==> config.mk <==
export PLATFORM = sky130hd
export DESIGN_NAME = rpsf_top
export DESIGN_NICKNAME = d
export VERILOG_FILES = /design/src/verilog/rpsf_pkg.sv /design/src/verilog/rpsf_port_flags.sv /design/src/verilog/rpsf_top.sv
export VERILOG_INCLUDE_DIRS = /design/src /design/src/verilog
export SDC_FILE = /design/constraint.sdc
export NUM_CORES = 1
export LEC_CHECK = 0
export ABC_AREA = 1
export BUFFER_PORTS_ARGS = -buffer_cell sky130_fd_sc_hd__buf_2
export CORE_ASPECT_RATIO = 1.25
export CORE_MARGIN = 2
export CORE_UTILIZATION = 50
export DETAILED_ROUTE_END_ITERATION = 6
export MAX_ROUTING_LAYER = met4
export PLACE_DENSITY_LB_ADDON = 0.08
export SLEW_MARGIN = 20
export SYNTH_ARGS = -nofsm -noshare
export SYNTH_HDL_FRONTEND = slang
export SYNTH_SLANG_ARGS = --single-unit
==> constraint.sdc <==
create_clock -name ref_clk_in -period 2 [get_ports ref_clk_in]
set_input_delay 0.2 -clock ref_clk_in [delete_from_list [all_inputs] [get_ports ref_clk_in]]
set_output_delay 0.2 -clock ref_clk_in [all_outputs]
set_load 0.02 [all_outputs]
==> src/verilog/rpsf_consts.svh <==
`ifndef RPSF_CONSTS_SVH
`define RPSF_CONSTS_SVH

// register offsets on the paged register map
`define RPSF_ADDR_FIRST 8'h4d
`define RPSF_ADDR_SECOND 8'h4e
`define RPSF_UNMAPPED_DATA 8'h00
`define RPSF_FLAGS_RESET 8'h00

// first status register field positions
`define RPSF_F1_PORT_NUM 6
`define RPSF_F1_CRC 5
`define RPSF_F1_LOCK_CHG 4
`define RPSF_F1_ORDER 3
`define RPSF_F1_PARITY 2
`define RPSF_F1_PASS 1
`define RPSF_F1_LOCKED 0

// second status register field positions
`define RPSF_F2_UNSTEADY 7
`define RPSF_F2_WIDTH_CHG 6
`define RPSF_F2_CODING 5
`define RPSF_F2_OVERFLOW 4
`define RPSF_F2_CAMERA 3
`define RPSF_F2_RATE_SETTLED 2
`define RPSF_F2_CLK_MISSING 1
`define RPSF_F2_TOTAL_CHG 0

`endif

==> src/verilog/rpsf_pkg.sv <==
package rpsf_pkg;
    typedef logic [7:0] rpsf_byte_t;
    // which status register a read addresses
    typedef enum logic [1:0] {
        RPSF_SEL_NONE = 2'b00,
        RPSF_SEL_FIRST = 2'b01,
        RPSF_SEL_SECOND = 2'b10
    } rpsf_reg_sel_t;
endpackage

==> src/verilog/rpsf_port_flags.sv <==
`timescale 1ns/1ps
`include "rpsf_consts.svh"

module rpsf_port_flags (
    input wire logic clk_in,
    input wire logic rst_n_in,
    input wire logic crc_evt_in,
    input wire logic order_evt_in,
    input wire logic unsteady_evt_in,
    input wire logic width_chg_evt_in,
    input wire logic coding_evt_in,
    input wire logic overflow_evt_in,
    input wire logic total_chg_evt_in,
    input wire logic locked_in,
    input wire logic clr_first_in,
    input wire logic clr_second_in,
    output rpsf_pkg::rpsf_byte_t first_flags_out,
    output rpsf_pkg::rpsf_byte_t second_flags_out
);
    import rpsf_pkg::*;

    rpsf_byte_t first_q;
    rpsf_byte_t second_q;
    rpsf_byte_t first_set;
    rpsf_byte_t second_set;
    logic lock_prev_q;
    logic lock_change;

    ////////////////////////////////////////////////////////////////////////
    // lock change is seen against the last sampled lock level
    assign lock_change = locked_in ^ lock_prev_q;

    always_ff @(posedge clk_in or negedge rst_n_in) begin
        if (!rst_n_in) begin
            lock_prev_q <= 1'b0;
        end else begin
            lock_prev_q <= locked_in;
        end
    end

    // event vectors laid out at their register bit positions
    always_comb begin
        first_set = '0;
        first_set[`RPSF_F1_CRC] = crc_evt_in;
        first_set[`RPSF_F1_LOCK_CHG] = lock_change;
        first_set[`RPSF_F1_ORDER] = order_evt_in;
        second_set = '0;
        second_set[`RPSF_F2_UNSTEADY] = unsteady_evt_in;
        second_set[`RPSF_F2_WIDTH_CHG] = width_chg_evt_in;
        second_set[`RPSF_F2_CODING] = coding_evt_in;
        second_set[`RPSF_F2_OVERFLOW] = overflow_evt_in;
        second_set[`RPSF_F2_TOTAL_CHG] = total_chg_evt_in;
    end

    ////////////////////////////////////////////////////////////////////////
    // sticky flags: the set term is or-ed after the clear so a coinciding
    // event survives the clearing read
    always_ff @(posedge clk_in or negedge rst_n_in) begin
        if (!rst_n_in) begin
            first_q <= `RPSF_FLAGS_RESET;
        end else begin
            first_q <= (first_q & ~{8{clr_first_in}}) | first_set;
        end
    end

    always_ff @(posedge clk_in or negedge rst_n_in) begin
        if (!rst_n_in) begin
            second_q <= `RPSF_FLAGS_RESET;
        end else begin
            second_q <= (second_q & ~{8{clr_second_in}}) | second_set;
        end
    end

    assign first_flags_out = first_q;
    assign second_flags_out = second_q;

    ////////////////////////////////////////////////////////////////////////
    property p_crc_set_wins;
        @(posedge clk_in) disable iff (!rst_n_in)
        (crc_evt_in && clr_first_in) |=> first_q[`RPSF_F1_CRC];
    endproperty
    a_crc_set_wins: assert property (p_crc_set_wins) else $error("crc flag lost on clear");

    property p_lock_change;
        @(posedge clk_in) disable iff (!rst_n_in)
        $changed(locked_in) |=> first_q[`RPSF_F1_LOCK_CHG];
    endproperty
    a_lock_change: assert property (p_lock_change) else $error("lock change not flagged");

    property p_width_cleared;
        @(posedge clk_in) disable iff (!rst_n_in)
        (clr_second_in && !width_chg_evt_in) |=> !second_q[`RPSF_F2_WIDTH_CHG];
    endproperty
    a_width_cleared: assert property (p_width_cleared) else $error("width flag not cleared");

    property p_total_held;
        @(posedge clk_in) disable iff (!rst_n_in)
        (total_chg_evt_in ##1 !clr_second_in) |=> second_q[`RPSF_F2_TOTAL_CHG];
    endproperty
    a_total_held: assert property (p_total_held) else $error("row total flag not held");
endmodule

==> src/verilog/rpsf_top.sv <==
`timescale 1ns/1ps
`include "rpsf_consts.svh"

// Operation
// - first register bit 6 returns the currently selected read port number.
// - control channel crc error sets first register bit 5, cleared on read.
// - lock state change since last read sets bit 4, cleared on read.
// - control channel sequence error sets first register bit 3, cleared on read.
// - bit 2 high while parity count exceeds limit; drops when counters cleared.
// - bit 1 shows the live pass indication from the pass criteria control.
// - bit 0 shows the live receiver lock state.
// - second register bit 7 set on differing row widths, held until read.
// - row width change sets second register bit 6, cleared on read.
// - link coding fault sets second register bit 5, cleared on read.
// - packet buffer overflow sets second register bit 4, cleared on read.
// - bit 3 is a read-only camera receive error summary.
// - bit 1 is read-only, high when no link input clock is seen.
// - row total change sets second register bit 0, cleared on read.
// - registers shown are those of the port picked by the read select.
module rpsf_top #(
    parameter int NPORTS = 2,
    parameter int CNT_W = 16
) (
    input wire logic ref_clk_in,
    input wire logic rst_n_in,
    input wire logic [7:0] reg_addr_in,
    input wire logic reg_rd_in,
    input wire logic read_port_sel_in,
    input wire logic [NPORTS-1:0] ctrl_channel_crc_flag_in,
    input wire logic [NPORTS-1:0] ctrl_channel_order_flag_in,
    input wire logic [NPORTS-1:0] receiver_locked_in,
    input wire logic [NPORTS-1:0] port_pass_in,
    input wire logic [NPORTS*CNT_W-1:0] parity_fault_counters_in,
    input wire logic [NPORTS*CNT_W-1:0] parity_limit_setting_in,
    input wire logic [NPORTS-1:0] row_width_unsteady_in,
    input wire logic [NPORTS-1:0] row_width_changed_in,
    input wire logic [NPORTS-1:0] link_coding_fault_in,
    input wire logic [NPORTS-1:0] buffer_overflow_in,
    input wire logic [NPORTS-1:0] camera_rx_error_in,
    input wire logic [NPORTS-1:0] rate_measure_settled_in,
    input wire logic [NPORTS-1:0] link_clock_missing_in,
    input wire logic [NPORTS-1:0] row_total_changed_in,
    output rpsf_pkg::rpsf_byte_t rd_data_out,
    output logic rd_valid_out
);
    import rpsf_pkg::*;

    logic rst_meta_q;
    logic rst_sync_q;
    rpsf_reg_sel_t rd_sel;
    rpsf_byte_t first_flags [NPORTS];
    rpsf_byte_t second_flags [NPORTS];
    rpsf_byte_t first_live_q [NPORTS];
    rpsf_byte_t second_live_q [NPORTS];
    rpsf_byte_t rd_mux;
    rpsf_byte_t rd_data_q;
    logic rd_valid_q;
    logic [NPORTS-1:0] clr_first;
    logic [NPORTS-1:0] clr_second;
    logic lock_sel;
    logic clk_missing_sel;

    ////////////////////////////////////////////////////////////////////////
    // reset release is synchronised; assertion stays asynchronous
    always_ff @(posedge ref_clk_in or negedge rst_n_in) begin
        if (!rst_n_in) begin
            rst_meta_q <= 1'b0;
            rst_sync_q <= 1'b0;
        end else begin
            rst_meta_q <= 1'b1;
            rst_sync_q <= rst_meta_q;
        end
    end

    ////////////////////////////////////////////////////////////////////////
    // address decode; anything else is unmapped and reads as zero
    function automatic rpsf_reg_sel_t decode_addr(input logic [7:0] addr);
        rpsf_reg_sel_t sel;
        sel = RPSF_SEL_NONE;
        if (addr == `RPSF_ADDR_FIRST) begin
            sel = RPSF_SEL_FIRST;
        end else if (addr == `RPSF_ADDR_SECOND) begin
            sel = RPSF_SEL_SECOND;
        end
        return sel;
    endfunction

    assign rd_sel = decode_addr(reg_addr_in);

    ////////////////////////////////////////////////////////////////////////
    // per-port flag banks and live status sampling
    genvar gp;
    generate
        for (gp = 0; gp < NPORTS; gp = gp + 1) begin : g_port
            // a clearing read only touches the port that was selected
            assign clr_first[gp] = reg_rd_in && (rd_sel == RPSF_SEL_FIRST) &&
                (read_port_sel_in == gp[0]);
            assign clr_second[gp] = reg_rd_in && (rd_sel == RPSF_SEL_SECOND) &&
                (read_port_sel_in == gp[0]);

            rpsf_port_flags u_flags (
                .clk_in(ref_clk_in),
                .rst_n_in(rst_sync_q),
                .crc_evt_in(ctrl_channel_crc_flag_in[gp]),
                .order_evt_in(ctrl_channel_order_flag_in[gp]),
                .unsteady_evt_in(row_width_unsteady_in[gp]),
                .width_chg_evt_in(row_width_changed_in[gp]),
                .coding_evt_in(link_coding_fault_in[gp]),
                .overflow_evt_in(buffer_overflow_in[gp]),
                .total_chg_evt_in(row_total_changed_in[gp]),
                .locked_in(receiver_locked_in[gp]),
                .clr_first_in(clr_first[gp]),
                .clr_second_in(clr_second[gp]),
                .first_flags_out(first_flags[gp]),
                .second_flags_out(second_flags[gp])
            );

            // live levels are registered so reads see a steady byte; the
            // parity compare follows the counters, so clearing them drops it
            always_ff @(posedge ref_clk_in or negedge rst_sync_q) begin
                if (!rst_sync_q) begin
                    first_live_q[gp] <= `RPSF_FLAGS_RESET;
                    second_live_q[gp] <= `RPSF_FLAGS_RESET;
                end else begin
                    first_live_q[gp] <= '0;
                    first_live_q[gp][`RPSF_F1_PARITY] <=
                        parity_fault_counters_in[gp*CNT_W +: CNT_W] >
                        parity_limit_setting_in[gp*CNT_W +: CNT_W];
                    first_live_q[gp][`RPSF_F1_PASS] <= port_pass_in[gp];
                    first_live_q[gp][`RPSF_F1_LOCKED] <= receiver_locked_in[gp];
                    second_live_q[gp] <= '0;
                    second_live_q[gp][`RPSF_F2_CAMERA] <= camera_rx_error_in[gp];
                    second_live_q[gp][`RPSF_F2_RATE_SETTLED] <=
                        rate_measure_settled_in[gp];
                    second_live_q[gp][`RPSF_F2_CLK_MISSING] <=
                        link_clock_missing_in[gp];
                end
            end
        end
    endgenerate

    ////////////////////////////////////////////////////////////////////////
    // read data of the selected port; flags are taken before the clear lands
    always_comb begin
        rd_mux = `RPSF_UNMAPPED_DATA;
        case (rd_sel)
            RPSF_SEL_FIRST: begin
                rd_mux = first_flags[read_port_sel_in] | first_live_q[read_port_sel_in];
                rd_mux[`RPSF_F1_PORT_NUM] = read_port_sel_in;
            end
            RPSF_SEL_SECOND: begin
                rd_mux = second_flags[read_port_sel_in] | second_live_q[read_port_sel_in];
            end
            default: begin
                rd_mux = `RPSF_UNMAPPED_DATA;
            end
        endcase
    end

    // answer one cycle after the read strobe
    always_ff @(posedge ref_clk_in or negedge rst_sync_q) begin
        if (!rst_sync_q) begin
            rd_data_q <= `RPSF_FLAGS_RESET;
            rd_valid_q <= 1'b0;
        end else begin
            rd_valid_q <= reg_rd_in;
            if (reg_rd_in) begin
                rd_data_q <= rd_mux;
            end
        end
    end

    assign rd_data_out = rd_data_q;
    assign rd_valid_out = rd_valid_q;

    // live levels of the selected port, so checks can look one edge back at them
    assign lock_sel = receiver_locked_in[read_port_sel_in];
    assign clk_missing_sel = link_clock_missing_in[read_port_sel_in];

    ////////////////////////////////////////////////////////////////////////
    property p_port_num;
        @(posedge ref_clk_in) disable iff (!rst_sync_q)
        (reg_rd_in && reg_addr_in == `RPSF_ADDR_FIRST) |=>
            rd_valid_out && rd_data_out[`RPSF_F1_PORT_NUM] == $past(read_port_sel_in);
    endproperty
    a_port_num: assert property (p_port_num) else $error("port number wrong");

    property p_lock_live;
        @(posedge ref_clk_in) disable iff (!rst_sync_q)
        (reg_rd_in && reg_addr_in == `RPSF_ADDR_FIRST && $stable(receiver_locked_in)) |=>
            rd_data_out[`RPSF_F1_LOCKED] == $past(lock_sel);
    endproperty
    a_lock_live: assert property (p_lock_live) else $error("lock bit wrong");

    property p_reserved_zero;
        @(posedge ref_clk_in) disable iff (!rst_sync_q)
        (reg_rd_in && reg_addr_in == `RPSF_ADDR_FIRST) |=> !rd_data_out[7];
    endproperty
    a_reserved_zero: assert property (p_reserved_zero) else $error("reserved bit set");

    property p_crc_readback;
        @(posedge ref_clk_in) disable iff (!rst_sync_q)
        (ctrl_channel_crc_flag_in[0] && !read_port_sel_in ##1
            reg_rd_in && reg_addr_in == `RPSF_ADDR_FIRST && !read_port_sel_in) |=>
            rd_data_out[`RPSF_F1_CRC];
    endproperty
    a_crc_readback: assert property (p_crc_readback) else $error("crc flag not read");

    property p_unmapped;
        @(posedge ref_clk_in) disable iff (!rst_sync_q)
        (reg_rd_in && reg_addr_in != `RPSF_ADDR_FIRST && reg_addr_in != `RPSF_ADDR_SECOND)
            |=> rd_valid_out && rd_data_out == `RPSF_UNMAPPED_DATA;
    endproperty
    a_unmapped: assert property (p_unmapped) else $error("unmapped read not zero");

    property p_clock_missing;
        @(posedge ref_clk_in) disable iff (!rst_sync_q)
        (reg_rd_in && reg_addr_in == `RPSF_ADDR_SECOND && $stable(link_clock_missing_in))
            |=> rd_data_out[`RPSF_F2_CLK_MISSING] == $past(clk_missing_sel);
    endproperty
    a_clock_missing: assert property (p_clock_missing) else $error("clock missing bit wrong");
endmodule
Yosys cells after proc, flatten, opt, wreduce, memory -nomap -nowiden:

Cells that the tools add are included.

* bits in registers: 57
* bits in latches: 0
* bits in writable memories: 0
* bits in read-only memories: 0
* input bits: 100
* memories: 0

* $add $sub $neg: 0
* $mul: 0
* div/mod/pow operators: 0
* magnitude comparators: 3
* eq/ne operators: 4
* shifts and indexed selects: 0
* multiplexer cells: 15
* bitwise logic cells: 18
* reductions and logical operators: 6

Operator list (number)
* $mux 8: 10
* $and 8x8->8: 4
* $gt 16x16->1: 2
* $not 8->8: 4
* $or 8x8->8: 4
* $eq 8x7->1 const B: 2
* $or 8x6->8: 2
* $pmux 8 s2: 1
* $logic_and 1x1->1: 6
* $mux 2: 2
* $mux 4: 1
* $mux 3: 1
* $eq 2x1->1 const B: 1
* $eq 2x2->1 const B: 1
* $ge 2x2->1 const B: 1
* $not 1->2: 1
* $xor 1x1->1: 2
* $not 1->1: 1

Logic depth before layout (Yosys ltp):

* depth in word-level cells: 9
* gate-level depth with buffers: 11

By module:

From an unflattened synthesis, not the netlist that was laid out.

* cells, all modules: 387
* area, all modules: 3113.0 sq um

By module, submodules not included
* rpsf_top: instances 1, cells an instance 281, area each 1934.4 sq um, sequential area each 575.6 sq um
* rpsf_port_flags: instances 2, cells an instance 53, area each 589.3 sq um, sequential area each 425.4 sq um

Least setup slack after synthesis:

Ideal clock, no wire load.

* path type: input-to-reg
* from: input reg_addr_in[7]
* to: register g_port[0].u_flags.second_q[0]
* setup time: 0.116 ns
* data arrival time: 0.927 ns
* data required time: 1.884 ns
* slack: 0.956 ns
* stages: 8
* path buffers: 0
* path through: inv_1 -> nand2_2 -> nor3_4 -> nand2_2 -> nor2_4 -> nand2_4 -> nand2_1 -> nand2_1

* word-level cells in the longest chain between the ends: 9
* elaborated cells on any way between the ends: 10
* classes of those cells: 3 x eq/ne; 2 x mux; 3 x bitwise; 2 x reduce/logical

Ends and longest elaborated chain
* start: declaration: RTL line rpsf_top.sv:26 `input wire logic [7:0] reg_addr_in,`
* $eq 8x7->1 (no source line)
* $mux 2: RTL line rpsf_top.sv:82 `` end else if (addr == `RPSF_ADDR_SECOND) begin ``
* $mux 2 (*): RTL line rpsf_top.sv:80 `` if (addr == `RPSF_ADDR_FIRST) begin ``
* $eq 2x2->1 (*): RTL line rpsf_top.sv:98 `assign clr_second[gp] = reg_rd_in && (rd_sel == RPSF_SEL_SECOND) &&`
* $logic_and 1x1->1 (*) (2 in a row): RTL line rpsf_top.sv:98
* $not 8->8 (*): RTL line rpsf_port_flags.sv:70 `second_q <= (second_q & ~{8{clr_second_in}}) | second_set;`
* $and 8x8->8 (*): RTL line rpsf_port_flags.sv:70
* $or 8x8->8 (*): RTL line rpsf_port_flags.sv:70
* end signal: assignment: RTL line rpsf_port_flags.sv:68 `` second_q <= `RPSF_FLAGS_RESET; ``
* end signal: assignment: RTL line rpsf_port_flags.sv:70
* end: declaration: RTL line rpsf_port_flags.sv:23 `rpsf_byte_t second_q;`

Every way passes the cells marked *; elsewhere a longest branch is shown, timed or not.
A chain may end at the register's enable or synchronous reset.

Worst setup path after layout:

* from: register rd_data_q[0], in the netlist rd_data_out[0]
* to: output rd_data_out[0]

RTL lines
* start: declaration: RTL line rpsf_top.sv:56 `rpsf_byte_t rd_data_q;`
* start signal: assignment: RTL line rpsf_top.sv:163 `` rd_data_q <= `RPSF_FLAGS_RESET; ``
* start signal: assignment: RTL line rpsf_top.sv:168 `rd_data_q <= rd_mux;`
* end: declaration: RTL line rpsf_top.sv:43 `output rpsf_pkg::rpsf_byte_t rd_data_out,`

No word-level cell between the ends.

==> impl_metrics.ini <==
[run_status]
status = complete, no violations

[clock_tree]
clk_latency_ns = 0.30
cts_max_level = 2
cts_tree = built
path_clk_slew_ns = 0.09
cts_max_path_buffers = 2
cts_resized = 0
cts_setup_buffers = 0
clk_root_buffer_cell = clkbuf_8
clkSinkCount = 53
cts_buffers = 5
cts_hold_buffers = 8

[setup_path]
crit_fanout = 2
r2r_start = g_port[1].u_flags.second_flags_out[1]$_DFF_PN0_
crit_arrival_ns = 0.86
r2r_cells = 6
path_cells = buf_2
ff2ff_setup_slack_ns = 1.00
crit_required_ns = 1.80
worst-setup-path-type = flip-flop to output pin
worstSetupStartpointType = flip-flop
worstReg2RegEnd = rd_data_out[1]$_DFFE_PN0P_
critPathMaxStageDelay_ns = 0.40
worstSetupEndpointType = output pin
cpLargestDelayFamily = flip-flops
path_depth = 1
worstSetupEndpoint = rd_data_out[0]
crit_buf_inv = 1
slowest_stage = dfrtp_1
startpoint = rd_data_out[0]$_DFFE_PN0P_

[timing]
slew_violations = 0
layout_min_cycle_time_ns = 1.06
fin_setup_tns_ns = 0
fin_worst_skew_ns = 0.00957
fmax_mhz = 940
setup_violations = 0
hold_viol = 0
rsz0062_at_grt = no
fin_crit_sh_pct = 53.2

[synth]
synth_common_cells = nand2_1 (132), inv_1 (74), dfrtp_1 (53), ha_1 (32), nor2_1 (31)
synth_flop_cell = dfrtp_1
synth_cell_types = 20
synth_top_cell_by_area = dfrtp_1
synth_edf_count = 0
ys_ff_latch = 53
yosysMostFrequentCell = nand2_1
yosysTopAreaCellShare_pct = 44.4
synth_warnings = 0
syn_nets = 517
synth-seq-area-share_pct = 44.4
syn_inst = 385
synth_area_leaders = dfrtp_1 (44%), nand2_1 (17%), ha_1 (13%), inv_1 (9.3%), nor2_1 (3.9%)
syn_area_um2 = 2990
syn_area_per_cell_um2 = 7.77
ys_async_sr_fraction_pct = 100

[power]
cellPowerDensity_nw_per_um2 = 570
p_leak_uw = 0.00239
ir_drop_v = 0.000393

[die]
core-area_um2 = 5780
die_area_um2 = 6620
ios = 109
die_w_um = 73.2
die_h_um = 90.5
start_util_pct = 51.7
num_rows = 31

[drt]
drt_pre_antenna_iters = 4
m1WireLength_mm = 2.45
wl_per_cell_um = 10.3
dr.first_iter.drc_count = 56
drc = 0
ant_nets = 0
viasPerCell = 4.62
top_layer = met4
drt_wl_total_mm = 5.91
wl_met2_mm = 3.09
vias = 2654
dr_wl_met3_um = 282

[layout]
final_nets = 640
drive_gt1_share_pct = 26.5
area_delta_synth_final_pct = 27.9
design_area_um2 = 3830
antennaDiodeCount = 0

[place]
placed_cell_area_um2 = 3620
dp_hpwl_mm = 4.77
io_buffer_count = 108
gp_congestion = 0.791

[global_routing]
grt_max_degree = 33
grt_antenna_before_repair = 0
grt_first_pass_wirelength_mm = 10.1
grt_pass1_vias = 2599
overflow = 0
grtUsageTotal_pct = 19.4

[worst_hold_path]
hold_class = input pin to flip-flop

[run]
drv_cap = 0
worst min path at each step:
| stage | from | end | slack (ns) | cells after the start |
|---|---|---|---|---|
| after detailed placement | rst_n_in | rst_meta_q$_DFF_PN0_ | -0.01 | 1 |
| after global routing | receiver_locked_in[0] | first_live_q[8]$_DFF_PN0_ | 0.005 | 1 |
| final | receiver_locked_in[0] | first_live_q[8]$_DFF_PN0_ | 0.02 | 1 |
| after CTS | port_pass_in[0] | first_live_q[9]$_DFF_PN0_ | 0.003 | 1 |
| after global placement | rst_n_in | rst_meta_q$_DFF_PN0_ | -0.01 | 1 |
| after floorplan | rst_n_in | rst_meta_q$_DFF_PN0_ | -0.1 | 0 |
layer usage:
layer / GRT usage [%] / up-vias
li1: - / 1400
met1: 21.8 / 1179
met2: 34.2 / 70
met3: 3.13 / 5
met4: 6.48 / 0
met5: - / -
cells in the final DEF, fill, tap and decap left out, drive strengths merged:
master	n
nand2	139
buf	110
inv	80
dfrtp	53
nor2	33
ha	32
a21oi	14
o21ai	11
nand3	9
dlygate4sd3	9
clkbuf	6
nand4	4
xnor2	2
a21o	2
nor3	2
clkinv	1
bufinv	1
conb	1
sequential cells by signal, indices dropped and copies added, names as in the netlist:
register and cells:
g_port.u_flags.second_flags_out 16, rd_valid_out 1, rst_sync_q 1, g_port.u_flags.first_flags_out 14, rd_data_out 8, rst_meta_q 1
first_live_q 6, second_live_q 6
cells by family (layout without fill, tap and decap cells):
kind of cell,count (synthesis),in the layout,share of synthesized area [%]
buffers and inverters,83,207,10.6
adder cells (fa/ha/maj),32,32,13.4
flip-flops,53,53,44.4
XOR/XNOR,2,2,0.586
AND/OR/NAND/NOR,187,187,26.2
other,1,1,0.125
AO/OA/AOI/OAI,27,27,4.69
area by class of cell:
cell class | instances | area [µm²]
Inverter | 80 | 300
Timing Repair Buffer | 119 | 658
Tap cell | 66 | 82.6
Multi-Input combinational cell | 249 | 1350
Fill cell | 509 | 1950
Sequential cell | 53 | 1330
Clock inverter | 2 | 38.8
Clock buffer | 6 | 72.6
report_power, final:
group	internal, µW	switching, µW
combinational	173	175
clock	376	334
sequential	1100	20.4
stage by stage:
| stage | utilization, % | cells | setup WS, ns | hold slack (ns) | total power [µW] |
|---|---|---|---|---|---|
| floorplan | - | 385 | 0.415 | -0.0956 | 1330 |
| global placement | 62.7 | 558 | 0.734 | -0.0149 | 1470 |
| detailed placement | 62.7 | 558 | 0.711 | -0.0108 | 1480 |
| CTS | 66.0 | 574 | 0.931 | 0.00252 | 2200 |
| global route | 66.2 | 575 | 0.882 | 0.00484 | 2310 |
| finish | 66.2 | 575 | 0.937 | 0.0195 | 2180 |
No activity file was read; power rests on OpenSTA's default activity.
